## config.mk

```make
export PLATFORM = sky130hd
export DESIGN_NAME = osl_block_framer
export DESIGN_NICKNAME = d
export VERILOG_FILES = /design/src/pkg/osl_pkg.sv /design/src/logic/osl_block_framer.sv /design/src/logic/osl_lamp.sv
export SDC_FILE = /design/constraint.sdc
export NUM_CORES = 2
export LEC_CHECK = 0
export BUFFER_PORTS_ARGS = -buffer_cell sky130_fd_sc_hd__buf_2
export CORE_ASPECT_RATIO = 1.2
export CORE_MARGIN = 2
export CORE_UTILIZATION = 36
export CTS_BUF_LIST = sky130_fd_sc_hd__clkbuf_2
export CTS_CLUSTER_SIZE = 8
export DETAILED_ROUTE_END_ITERATION = 16
export PLACE_DENSITY = 0.5
export SLEW_MARGIN = 20
export SYNTH_ARGS = -nofsm -noshare
export SYNTH_HDL_FRONTEND = slang
export SYNTH_SLANG_ARGS = --single-unit
```

## constraint.sdc

```tcl
create_clock -name i_clk -period 13.1 [get_ports i_clk]
set_input_delay 2.62 -clock i_clk [delete_from_list [all_inputs] [get_ports i_clk]]
set_output_delay 2.62 -clock i_clk [all_outputs]
set_load 0.05 [all_outputs]
```

## src/pkg/osl_pkg.sv

```systemverilog
package osl_pkg;
   // Measurement data layout
   localparam int unsigned VALUE_BYTES       = 4;
   localparam int unsigned VALUES_PER_SAMPLE = 2;
   localparam int unsigned VALUE_W           = VALUE_BYTES * 8;
   localparam int unsigned MAX_SAMPLES_DEF   = 10;
   localparam int unsigned SAMP_W            = 5;
   localparam int unsigned BANKS             = 3;
   localparam int unsigned SEQ_W             = 16;

   // Clock and indicator timing
   localparam longint unsigned CLK_HZ        = 25_000_000;
   localparam int unsigned SLOT_MS           = 50;
   localparam int unsigned SLOT_CYCLES_DEF   = int'((CLK_HZ * SLOT_MS) / 1000);
   localparam int unsigned FLASH_ON_MS       = 200;
   localparam int unsigned SINGLE_OFF_MS     = 1000;
   localparam int unsigned DOUBLE_GAP_MS     = 200;
   localparam int unsigned DOUBLE_OFF_MS     = 400;
   localparam int unsigned BLINK_SLOW_MS     = 200;
   localparam int unsigned BLINK_FAST_MS     = 50;
   localparam int unsigned ON_SLOTS          = FLASH_ON_MS / SLOT_MS;
   localparam int unsigned SINGLE_SLOTS      = (FLASH_ON_MS + SINGLE_OFF_MS) / SLOT_MS;
   localparam int unsigned DOUBLE_SLOTS      = (2 * FLASH_ON_MS + DOUBLE_GAP_MS + DOUBLE_OFF_MS) / SLOT_MS;
   localparam int unsigned DOUBLE_2ND_SLOT   = (FLASH_ON_MS + DOUBLE_GAP_MS) / SLOT_MS;
   localparam int unsigned SLOW_HALF_SLOTS   = BLINK_SLOW_MS / SLOT_MS;
   localparam int unsigned FAST_HALF_SLOTS   = BLINK_FAST_MS / SLOT_MS;
   localparam int unsigned PATTERN_SLOTS     = 120;
   localparam int unsigned SLOT_IDX_W        = 7;
   localparam int unsigned TICK_W            = 24;

   // Register map, byte addresses
   localparam logic [7:0] ADDR_CTRL    = 8'h00;
   localparam logic [7:0] ADDR_STATUS  = 8'h04;
   localparam logic [7:0] ADDR_DROPPED = 8'h08;
   localparam logic [7:0] ADDR_REPEAT  = 8'h0C;

   // Control register fields
   localparam int unsigned CTRL_SAMP_LSB = 0;
   localparam int unsigned CTRL_COMM_LSB = 8;
   localparam int unsigned CTRL_ERR_LSB  = 12;
   localparam int unsigned CTRL_EN_BIT   = 16;
   localparam logic [SAMP_W-1:0] CTRL_SAMP_RST = 5'h0A;

   // Status register fields
   localparam int unsigned STAT_SEQ_LSB   = 0;
   localparam int unsigned STAT_IDX_LSB   = 16;
   localparam int unsigned STAT_PEND_BIT  = 24;

   typedef enum logic [1:0] {
      COMM_INIT   = 2'h0,
      COMM_PREOP  = 2'h1,
      COMM_SAFEOP = 2'h2,
      COMM_OP     = 2'h3
   } osl_comm_t;

   typedef enum logic [2:0] {
      ERR_NONE      = 3'h0,
      ERR_BAD_CFG   = 3'h1,
      ERR_UNREQ     = 3'h2,
      ERR_WATCHDOG  = 3'h3,
      ERR_INIT_FAIL = 3'h4
   } osl_err_t;

   typedef enum logic [1:0] {
      FILL_IDLE = 2'b01,
      FILL_RUN  = 2'b10
   } osl_fill_t;
endpackage : osl_pkg

```

## src/logic/osl_block_framer.sv

```systemverilog
module osl_block_framer import osl_pkg::*; #(
   parameter int unsigned MAX_SAMPLES = MAX_SAMPLES_DEF,
   parameter int unsigned SLOT_CYCLES = SLOT_CYCLES_DEF,
   parameter int unsigned WPB         = MAX_SAMPLES * VALUES_PER_SAMPLE,
   parameter int unsigned ADDR_W      = $clog2(BANKS * WPB)
) (
   input  wire logic               i_clk,
   input  wire logic               i_reset_n,
   // APB register port
   input  wire logic               i_psel,
   input  wire logic               i_penable,
   input  wire logic               i_pwrite,
   input  wire logic [7:0]         i_paddr,
   input  wire logic [31:0]        i_pwdata,
   output logic                    o_pready,
   output logic [31:0]             o_prdata,
   output logic                    o_pslverr,
   // Samples from the measurement core
   input  wire logic               i_sample_valid,
   input  wire logic [VALUE_W-1:0] i_sample_val0,
   input  wire logic [VALUE_W-1:0] i_sample_val1,
   // Fieldbus side: one fetch pulse per master cycle, then word reads
   input  wire logic               i_pdo_fetch,
   input  wire logic [ADDR_W-1:0]  i_pdo_word,
   output logic [VALUE_W-1:0]      o_pdo_data,
   output logic [SEQ_W-1:0]        o_pdo_seq,
   output logic [SAMP_W-1:0]       o_pdo_samples,
   output logic                    o_pdo_fresh,
   // Two-colour state indicator lamp
   output logic                    o_lamp_green,
   output logic                    o_lamp_red
);
   typedef struct packed {
      osl_fill_t                    fsm;
      logic [SAMP_W-1:0]            cfg_samples;
      osl_comm_t                    comm;
      osl_err_t                     err;
      logic                         enable;
      logic [SAMP_W-1:0]            fill_idx;
      logic [SAMP_W-1:0]            fill_n;
      logic [1:0]                   fill_bank;
      logic [1:0]                   ready_bank;
      logic [1:0]                   read_bank;
      logic                         ready_pend;
      logic [BANKS-1:0][SEQ_W-1:0]  bank_seq;
      logic [BANKS-1:0][SAMP_W-1:0] bank_n;
      logic [SEQ_W-1:0]             seq_ctr;
      logic [SEQ_W-1:0]             drop_ctr;
      logic [SEQ_W-1:0]             rep_ctr;
      logic [31:0]                  prdata;
      logic                         pslverr;
      logic                         fresh;
   } osl_frame_state_t;

   osl_frame_state_t st_reg, st_next;
   logic [VALUE_W-1:0] mem [0:BANKS*WPB-1];
   logic [VALUE_W-1:0] pdo_data_reg;
   logic               wr_en;
   logic               blk_done;

   // Word address of one value of one sample inside a bank
   function automatic logic [ADDR_W-1:0] word_addr(input logic [1:0] bank, input logic [SAMP_W-1:0] idx,
                                                   input int unsigned val);
      return ADDR_W'(int'(bank) * WPB + int'(idx) * VALUES_PER_SAMPLE + val);
   endfunction : word_addr

   // Out-of-range sample counts are clamped instead of refused
   function automatic logic [SAMP_W-1:0] clamp_samples(input logic [SAMP_W-1:0] n);
      if (n == '0) begin
         return SAMP_W'(1);
      end else if (n > SAMP_W'(MAX_SAMPLES)) begin
         return SAMP_W'(MAX_SAMPLES);
      end
      return n;
   endfunction : clamp_samples

   ////////////////////////////////////////////////////////////////////////////
   // Block filling and hand-over
   assign wr_en    = i_sample_valid && st_reg.enable;
   assign blk_done = wr_en && (st_reg.fsm == FILL_RUN) && (st_reg.fill_idx == st_reg.fill_n - 1'b1);

   always_comb begin
      logic       apb_wr;
      logic       apb_rd;
      logic [1:0] old_ready;
      apb_wr = i_psel && i_penable && i_pwrite;
      apb_rd = i_psel && !i_penable && !i_pwrite;
      old_ready = st_reg.ready_bank;
      st_next = st_reg;

      unique case (st_reg.fsm)
         FILL_IDLE: begin
            if (st_reg.enable) begin
               st_next.fsm      = FILL_RUN;
               st_next.fill_idx = '0;
               st_next.fill_n   = clamp_samples(st_reg.cfg_samples);
            end
         end
         FILL_RUN: begin
            if (!st_reg.enable) begin
               st_next.fsm = FILL_IDLE;
            end else if (wr_en) begin
               st_next.fill_idx = st_reg.fill_idx + 1'b1;
            end
         end
      endcase

      // Completed block becomes the offered one only once its last sample is in
      if (blk_done) begin
         st_next.fill_idx = '0;
         st_next.fill_n   = clamp_samples(st_reg.cfg_samples);
         st_next.seq_ctr  = st_reg.seq_ctr + 1'b1;
         st_next.bank_seq[st_reg.fill_bank] = st_reg.seq_ctr;
         st_next.bank_n[st_reg.fill_bank]   = st_reg.fill_n;
         st_next.ready_bank = st_reg.fill_bank;
         st_next.ready_pend = 1'b1;
         if (st_reg.ready_pend && !i_pdo_fetch) begin
            st_next.drop_ctr = st_reg.drop_ctr + 1'b1;
         end
      end

      if (i_pdo_fetch) begin
         if (st_reg.ready_pend) begin
            st_next.read_bank = old_ready;
            st_next.fresh     = 1'b1;
            if (blk_done) begin
               // Fetch takes the older block, the new one stays pending
               st_next.fill_bank = st_reg.read_bank;
            end else begin
               st_next.ready_pend = 1'b0;
               st_next.ready_bank = st_reg.read_bank;
            end
         end else begin
            st_next.fresh   = 1'b0;
            st_next.rep_ctr = st_reg.rep_ctr + 1'b1;
            if (blk_done) begin
               st_next.fill_bank = old_ready;
            end
         end
      end else if (blk_done) begin
         st_next.fill_bank = old_ready;
      end

      // APB: read data is latched in the setup cycle, shown in the access cycle
      if (apb_rd) begin
         st_next.pslverr = 1'b0;
         unique case (i_paddr)
            ADDR_CTRL: begin
               st_next.prdata = '0;
               st_next.prdata[CTRL_SAMP_LSB +: SAMP_W] = st_reg.cfg_samples;
               st_next.prdata[CTRL_COMM_LSB +: 2]      = st_reg.comm;
               st_next.prdata[CTRL_ERR_LSB +: 3]       = st_reg.err;
               st_next.prdata[CTRL_EN_BIT]             = st_reg.enable;
            end
            ADDR_STATUS: begin
               st_next.prdata = '0;
               st_next.prdata[STAT_SEQ_LSB +: SEQ_W]  = st_reg.seq_ctr;
               st_next.prdata[STAT_IDX_LSB +: SAMP_W] = st_reg.fill_idx;
               st_next.prdata[STAT_PEND_BIT]          = st_reg.ready_pend;
            end
            ADDR_DROPPED: st_next.prdata = 32'(st_reg.drop_ctr);
            ADDR_REPEAT:  st_next.prdata = 32'(st_reg.rep_ctr);
            default: begin
               st_next.prdata  = '0;
               st_next.pslverr = 1'b1;
            end
         endcase
      end else if (i_psel && !i_penable) begin
         st_next.prdata  = '0;
         st_next.pslverr = !(i_paddr == ADDR_CTRL);
      end

      if (apb_wr && (i_paddr == ADDR_CTRL)) begin
         st_next.cfg_samples = i_pwdata[CTRL_SAMP_LSB +: SAMP_W];
         st_next.comm        = osl_comm_t'(i_pwdata[CTRL_COMM_LSB +: 2]);
         st_next.err         = osl_err_t'(i_pwdata[CTRL_ERR_LSB +: 3]);
         st_next.enable      = i_pwdata[CTRL_EN_BIT];
      end
   end

   always_ff @(posedge i_clk or negedge i_reset_n) begin
      if (!i_reset_n) begin
         st_reg             <= '0;
         st_reg.fsm         <= FILL_IDLE;
         st_reg.cfg_samples <= CTRL_SAMP_RST;
         st_reg.fill_n      <= SAMP_W'(1);
         st_reg.fill_bank   <= 2'h0;
         st_reg.ready_bank  <= 2'h1;
         st_reg.read_bank   <= 2'h2;
      end else begin
         st_reg <= st_next;
      end
   end

   ////////////////////////////////////////////////////////////////////////////
   // Block storage: three banks so filling never touches the offered or read block
   always_ff @(posedge i_clk) begin
      if (wr_en && st_reg.fsm == FILL_RUN) begin
         mem[word_addr(st_reg.fill_bank, st_reg.fill_idx, 0)] <= i_sample_val0;
         mem[word_addr(st_reg.fill_bank, st_reg.fill_idx, 1)] <= i_sample_val1;
      end
      pdo_data_reg <= mem[ADDR_W'(int'(st_reg.read_bank) * WPB + int'(i_pdo_word))];
   end

   assign o_pdo_data    = pdo_data_reg;
   assign o_pdo_seq     = st_reg.bank_seq[st_reg.read_bank];
   assign o_pdo_samples = st_reg.bank_n[st_reg.read_bank];
   assign o_pdo_fresh   = st_reg.fresh;
   assign o_pready      = 1'b1;
   assign o_prdata      = (i_psel && i_penable) ? st_reg.prdata : '0;
   assign o_pslverr     = i_psel && i_penable && st_reg.pslverr;

   ////////////////////////////////////////////////////////////////////////////
   osl_lamp #(
      .SLOT_CYCLES (SLOT_CYCLES)
   ) u_lamp (
      .i_clk     (i_clk),
      .i_reset_n (i_reset_n),
      .i_comm    (st_reg.comm),
      .i_err     (st_reg.err),
      .o_green   (o_lamp_green),
      .o_red     (o_lamp_red)
   );
endmodule : osl_block_framer

```

## src/logic/osl_lamp.sv

```systemverilog
module osl_lamp import osl_pkg::*; #(
   parameter int unsigned SLOT_CYCLES = SLOT_CYCLES_DEF
) (
   input  wire logic       i_clk,
   input  wire logic       i_reset_n,
   input  wire osl_comm_t  i_comm,
   input  wire osl_err_t   i_err,
   output logic            o_green,
   output logic            o_red
);
   typedef struct packed {
      logic [TICK_W-1:0]     tick;
      logic [SLOT_IDX_W-1:0] slot;
      logic                  green;
      logic                  red;
   } osl_lamp_state_t;

   osl_lamp_state_t st_reg, st_next;

   function automatic logic in_window(input int unsigned s, input int unsigned period,
                                      input int unsigned lo, input int unsigned len);
      int unsigned p;
      p = s % period;
      return (p >= lo) && (p < lo + len);
   endfunction : in_window

   ////////////////////////////////////////////////////////////////////////////
   always_comb begin
      logic g;
      logic r;
      g = 1'b0;
      r = 1'b0;
      st_next = st_reg;
      if (st_reg.tick == TICK_W'(SLOT_CYCLES - 1)) begin
         st_next.tick = '0;
         st_next.slot = (st_reg.slot == SLOT_IDX_W'(PATTERN_SLOTS - 1)) ? '0 : st_reg.slot + 1'b1;
      end else begin
         st_next.tick = st_reg.tick + 1'b1;
      end
      unique case (i_comm)
         COMM_INIT:   g = 1'b0;
         COMM_PREOP:  g = in_window(st_reg.slot, 2 * SLOW_HALF_SLOTS, 0, SLOW_HALF_SLOTS);
         COMM_SAFEOP: g = in_window(st_reg.slot, SINGLE_SLOTS, 0, ON_SLOTS);
         COMM_OP:     g = 1'b1;
      endcase
      case (i_err)
         ERR_BAD_CFG:   r = in_window(st_reg.slot, 2 * SLOW_HALF_SLOTS, 0, SLOW_HALF_SLOTS);
         ERR_UNREQ:     r = in_window(st_reg.slot, SINGLE_SLOTS, 0, ON_SLOTS);
         ERR_WATCHDOG:  r = in_window(st_reg.slot, DOUBLE_SLOTS, 0, ON_SLOTS)
                            | in_window(st_reg.slot, DOUBLE_SLOTS, DOUBLE_2ND_SLOT, ON_SLOTS);
         ERR_INIT_FAIL: r = in_window(st_reg.slot, 2 * FAST_HALF_SLOTS, 0, FAST_HALF_SLOTS);
         default:       r = 1'b0;
      endcase
      // Red only shows in the dark gaps of green
      st_next.green = g;
      st_next.red   = r & ~g;
   end

   always_ff @(posedge i_clk or negedge i_reset_n) begin
      if (!i_reset_n) begin
         st_reg <= '0;
      end else begin
         st_reg <= st_next;
      end
   end

   assign o_green = st_reg.green;
   assign o_red   = st_reg.red;
endmodule : osl_lamp

```

Yosys cells after proc, flatten, opt, wreduce, memory -nomap -nowiden
Memory sizes are Yosys's and may differ from the RTL's. A register that Yosys moved wholly into a read port is not among the register bits.
Cells that the tools add are included.
- $add $sub $neg: 10
- reduce and logical (&&, ||, !) cells: 33
- divide/modulo/power cells: 2
- $lt $le $gt $ge: 14
- multiplexer cells: 51
- multipliers: 2
- bitwise logic cells: 4
- equal/unequal tests: 21
- operator list (cell ; number):
    $pmux W25 S4 ; 1
    $mux W96 ; 1
    $mux W33 ; 2
    $ge A32 B1 Y1 const B ; 2
    $lt A32 B3 Y1 const B ; 2
    $mod A7 B5 Y32 const B ; 2
    $mux W5 ; 11
    $add A16 B1 Y16 const B ; 3
    $bwmux W48 ; 1
    $mux W16 ; 3
    $bmux W16 S2 ; 1
    $demux W16 S2 ; 1
    $ge A32 B4 Y1 const B ; 1
    $lt A32 B4 Y1 const B ; 1
    $mux W32 ; 1
    $add A24 B1 Y24 const B ; 1
    $eq A24 B21 Y1 const B ; 1
    $mux W24 ; 1
    $mux W10 ; 2
    $eq A8 B4 Y1 const B ; 2
    $logic_and A1 B1 Y1 ; 16
    $mux W2 ; 8
    $bwmux W15 ; 1
    $add A6 B6 Y6 ; 2
    other kinds (41) ; 70
- memory bits (writable): 1920
- bits of input ports: 117
- logic and storage cells: 165
- output and inout port bits: 90
- memories kept: 1
- bits in registers: 208
- memories (memory ; depth ; bits a word ; read ports ; clocked after Yosys merged registers in ; wr ports ; RTL line ; RTL):
    mem ; 60 ; 32 ; 1 ; 1 ; 2 ; osl_block_framer.sv:56 ; logic [VALUE_W-1:0] mem [0:BANKS*WPB-1];

Depth between registers and ports, before layout
- depth in word-level cells: 9
- mapped depth: 11
- mapped depth without buffers: 9

Hierarchy
Synthesis repeated with hierarchy kept, for this count alone.
- cell total of the unflattened synthesis: 3959
- area total of the unflattened synthesis: 83065.9 um^2
- by module, submodules not included (module ; instances ; area an instance (um^2) ; seq. area each (um^2) ; cells each):
    osl_block_framer ; 1 ; 81136.6 ; 62432.4 ; 3757
    osl_lamp ; 1 ; 1929.4 ; 825.8 ; 202

Least setup slack after synthesis
OpenSTA, ideal clock, no wires.
- path type: input to register
- from: in i_sample_valid
- to: mem mem[58][0] (netlist bit), enable pin
- library setup time: 0.486 ns
- setup slack: 6.578 ns
- data required time: 12.614 ns
- cell stages on the path: 5
- arrival: 6.035 ns
- path buffers: 0
- cell sequence: nand2_1 > or2_2 > nor2_1 > nand3_1 > nor2_1
- RTL lines (element ; RTL line ; RTL):
    start: declaration ; osl_block_framer.sv:19 ; input wire logic i_sample_valid,
    end: declaration ; osl_block_framer.sv:56 ;

Worst setup path after layout
- from: reg st_reg[147] (netlist bit)
- to: out o_pdo_samples[4]
- cells in the longest elaborated chain, start to end: 2
- RTL lines (element ; RTL line ; RTL):
    start: declaration ; osl_block_framer.sv:55 ; osl_frame_state_t st_reg, st_next;
    start signal: assignment ; osl_block_framer.sv:191 ; st_reg <= st_next;
    $bmux W5 S2 ; osl_block_framer.sv:207 ; assign o_pdo_samples = st_reg.bank_n[st_reg.read_bank];
    $mux W5 (implied by the code) ; osl_block_framer.sv:207 ;
    end: declaration ; osl_block_framer.sv:27 ; output logic [SAMP_W-1:0] o_pdo_samples,
Every way passes these cells. The select of a mux whose other input is x is not followed.

==> impl_metrics.csv <==
group,metric,value,unit
grt,use_met1,22.95,%
clock_network,post_cts_buffers,0,
finish,fill_cells,20920,
route,viasPerCell,5.273,
pwr,pwr-share-seq,59.1,%
clock_network,tritoncts,"built",
placed_design,io_buffers,174,
yosys,seq_area_frac_synth,76.25,%
yosys,ys_types,66,
clock_network,clk_pin_slew,100,ps
die,dieArea,234300,um2
grt,met2_usage,29.25,%
pwr,switchingPower,0.003146,W
die,die_x,442.2,um
finish,seqCellArea,63260,um2
route,ant_nets,0,
finish,drive_gt1_share,35.20,%
pwr,power,0.01271,W
yosys,ys.flop_type,"edfxtp_1",
yosys,syn_area_per_cell,20.59,um2
placed_design,hpwl,106600,um
pwr,p_comb_share,5.0,%
grt,grt_max_degree,105,
clock_network,hold_buffers,0,
pwr,ir_drop,68.19,uV
clock_network,cts_buffers,559,
yosys,synth_edf_count,1920,
sta,timing.final.hold_violations,0,
grt,grt-ovfl-total,0,
run,cap_violations,0,
die,dieHeight,529.9,um
finish,largest_register_ffs,1920,
yosys,async_flop_share,9.209,%
die,core.rowCount,193,
yosys,synth_area_leaders,"edfxtp_1 (69%), mux4_2 (13%), dfrtp_1 (5.8%), a22oi_1 (1.8%), mux2_2 (1.2%)",
sta,finalCritPeriodShare,48.80,%
worst_setup_path,worstPathArrival,3770,ps
worst_setup_path,timing.rr.start,"st_reg[147]$_DFFE_PN1P_",
worst_setup_path,ff2ff_setup_slack,8490,ps
worst_setup_path,cp_max_fo,26,
hold_path,hold_path.class,"reg2reg",
sta,final_max_slew_viol_count,0,
sta,rsz0062_at_grt,"no",
worst_setup_path,critPathLaunch,"st_reg[147]$_DFFE_PN1P_",
yosys,synth_top_area_share,69.50,%
route,num_vias,42240,
worst_setup_path,endpoint,"o_pdo_samples[4]",
grt,antenna_found_initial,28,
worst_setup_path,timing.rr.end,"o_pdo_data[3]$_DFF_P_",
finish,syn2layout_area_growth,11.60,%
pwr,power_density,137.3,nW/um2
sta,setup_tns,0,ps
pwr,intPower,0.009569,W
die,core_area,229600,um2
hold_path,worstHoldPathCells,1,
clock_network,clk_latency,1640,ps
worst_setup_path,path_class,"reg2out",
sta,final-setup-viol-count,0,
finish,final_area,92580,um2
sta,max_clock_freq,156.4,MHz
finish,fin_cells,8011,
sta,slew_headroom,27.37,%
sta,finalClockSkew,111.9,ps
outcome,status,"finished clean",
placed_design,placed_cell_area,87710,um2
worst_setup_path,cp-end-kind,"output port",
placed_design,dp.cells,7083,
route,firstDrtPassIters,5,
pwr,p_leak,31.61,nW
yosys,syn_inst,4030,
yosys,synth_top_area_cell,"edfxtp_1",
route,routed_wirelength,206300,um
grt,grt_pass1_wl,302600,um
yosys,yosys_warnings,0,
clock_network,cts_max_path_buffers,4,
finish,multiInputGateArea,19020,um2
grt,grtUsageMet3,3.548,%
sta,worst_pin_slew,1087,ps
worst_setup_path,startpoint_type,"flip-flop",
pwr,p_clk_share,35.9,%
grt,grt_pass1_vias,45390,
die,ios,207,
route,wl_per_cell,25.75,um
worst_setup_path,reg2reg_depth,9,
clock_network,cts_resized,0,
clock_network,clock_sinks,2150,
worst_setup_path,cp.required,10480,ps
grt,track_usage,17.53,%
route,drt_iter0_markers,3141,
grt,grt.busiest_layer,"met2",
sta,period_minus_slack,6393,ps
die,start_util,36.12,%
pwr,p_sw_share,24.74,%
yosys,synth-seq-cells,2150,
clock_network,cts_root_buf,"clkbuf_2",
route,drc,0,
finish,nets,4757,
yosys,syn_area,82960,um2
clock_network,htree_levels,6,
placed_design,gp_congestion,0.7353,
## power by group through the flow
stage | logic (W) | clock network (W) | registers [W]
finish | 0.000639 | 0.00456 | 0.00752
global route | 0.000695 | 0.00511 | 0.00752
CTS | 0.000657 | 0.00477 | 0.00752
detailed placement | 0.000656 | 0 | 0.00767
global placement | 0.000652 | 0 | 0.00767
floorplan | 0.000345 | 0 | 0.00770
## stage by stage
step,util (%),hold slack (ps),setup slack [ps]
final,40.31,473.6,6707
after global placement,38.19,452.6,6558
after global routing,40.31,492.3,6449
after CTS,40.30,477.2,6453
after floorplan,-,436.2,6578
after detailed placement,38.19,460.3,6580
## cell usage in the layout (no fill, tap or decap), drive strengths merged, types with 3 or more instances in the layout
cell,n
nor2b,12
nand3b,6
inv,41
conb,11
mux2,87
and2,7
edfxtp,1920
a31oi,3
a211oi,68
mux4,490
nand4,21
nor3,14
dfrtp,192
ha,16
clkbuf,815
or2,3
clkinv,65
a21o,5
o22ai,33
mux2i,58
a21oi,13
buf,259
o211ai,4
dfxtp,32
and3,41
bufinv,11
o21ai,51
nor2,139
dfstp,6
nand2b,13
xor2,36
a22oi,199
a22o,15
xnor2,46
nand2,179
diode,9
clkinvlp,6
and4,4
nand3,28
## critical path, cell delays in order, from the launching register on
cell and delay, ps:
dfstp_2 900, inv_1 170, nor2_1 130, buf_4 300, nand2_1 90, o21ai_0 190
buf_2 350
## area by class of cell
type | instances | area share, %
sequential | 2150 | 68.33
multi-input combinational | 1633 | 20.54
clock buffer | 814 | 4.400
tap | 3022 | 4.084
timing repair buffer | 260 | 1.714
clock inverter | 105 | 0.8338
inverter | 18 | 0.07298
antenna | 9 | 0.02433
## worst min path at each step
stage,from,to
after floorplan,st_reg[49]$_DFFE_PN0P_,st_reg[49]$_DFFE_PN0P_
after global routing,u_lamp.st_reg[32]$_DFF_PN0_,u_lamp.st_reg[32]$_DFF_PN0_
after CTS,u_lamp.st_reg[32]$_DFF_PN0_,u_lamp.st_reg[32]$_DFF_PN0_
after detailed placement,st_reg[1]$_DFFE_PN0P_,st_reg[1]$_DFFE_PN0P_
after global placement,st_reg[65]$_DFFE_PN0P_,st_reg[65]$_DFFE_PN0P_
final,u_lamp.st_reg[32]$_DFF_PN0_,u_lamp.st_reg[32]$_DFF_PN0_
## cells by family (layout without fill, tap and decap cells)
family                   Yosys count  in the layout  synth area share, %
XOR/XNOR                          82             82               0.8657
other                              2             20             0.009053
AND/OR/NAND/NOR                  480            480                2.674
flip-flops                      2150           2150                76.25
adder cells (fa/ha/maj)           18             18               0.2896
buffers and inverters            256           1197                1.235
AO/OA/AOI/OAI                    407            407                3.486
multiplexers                     635            635                15.19
## Yosys cell counts (all sizes together), types with 33 or more instances
master	instances
o21ai	51
xnor2	46
nand2	179
mux2	87
buf	91
o22ai	33
xor2	36
a22oi	199
dfrtp	192
edfxtp	1920
clkbuf	147
and3	41
nor2	139
mux2i	58
mux4	490
a211oi	68
## metal layers
metal,wire length (um),vias to the layer above
met1,87380,22390
met3,12130,378
met2,101800,1292
li1,-,18160
met4,4814,22
met5,146,-
(Power assumes the default switching activity.)
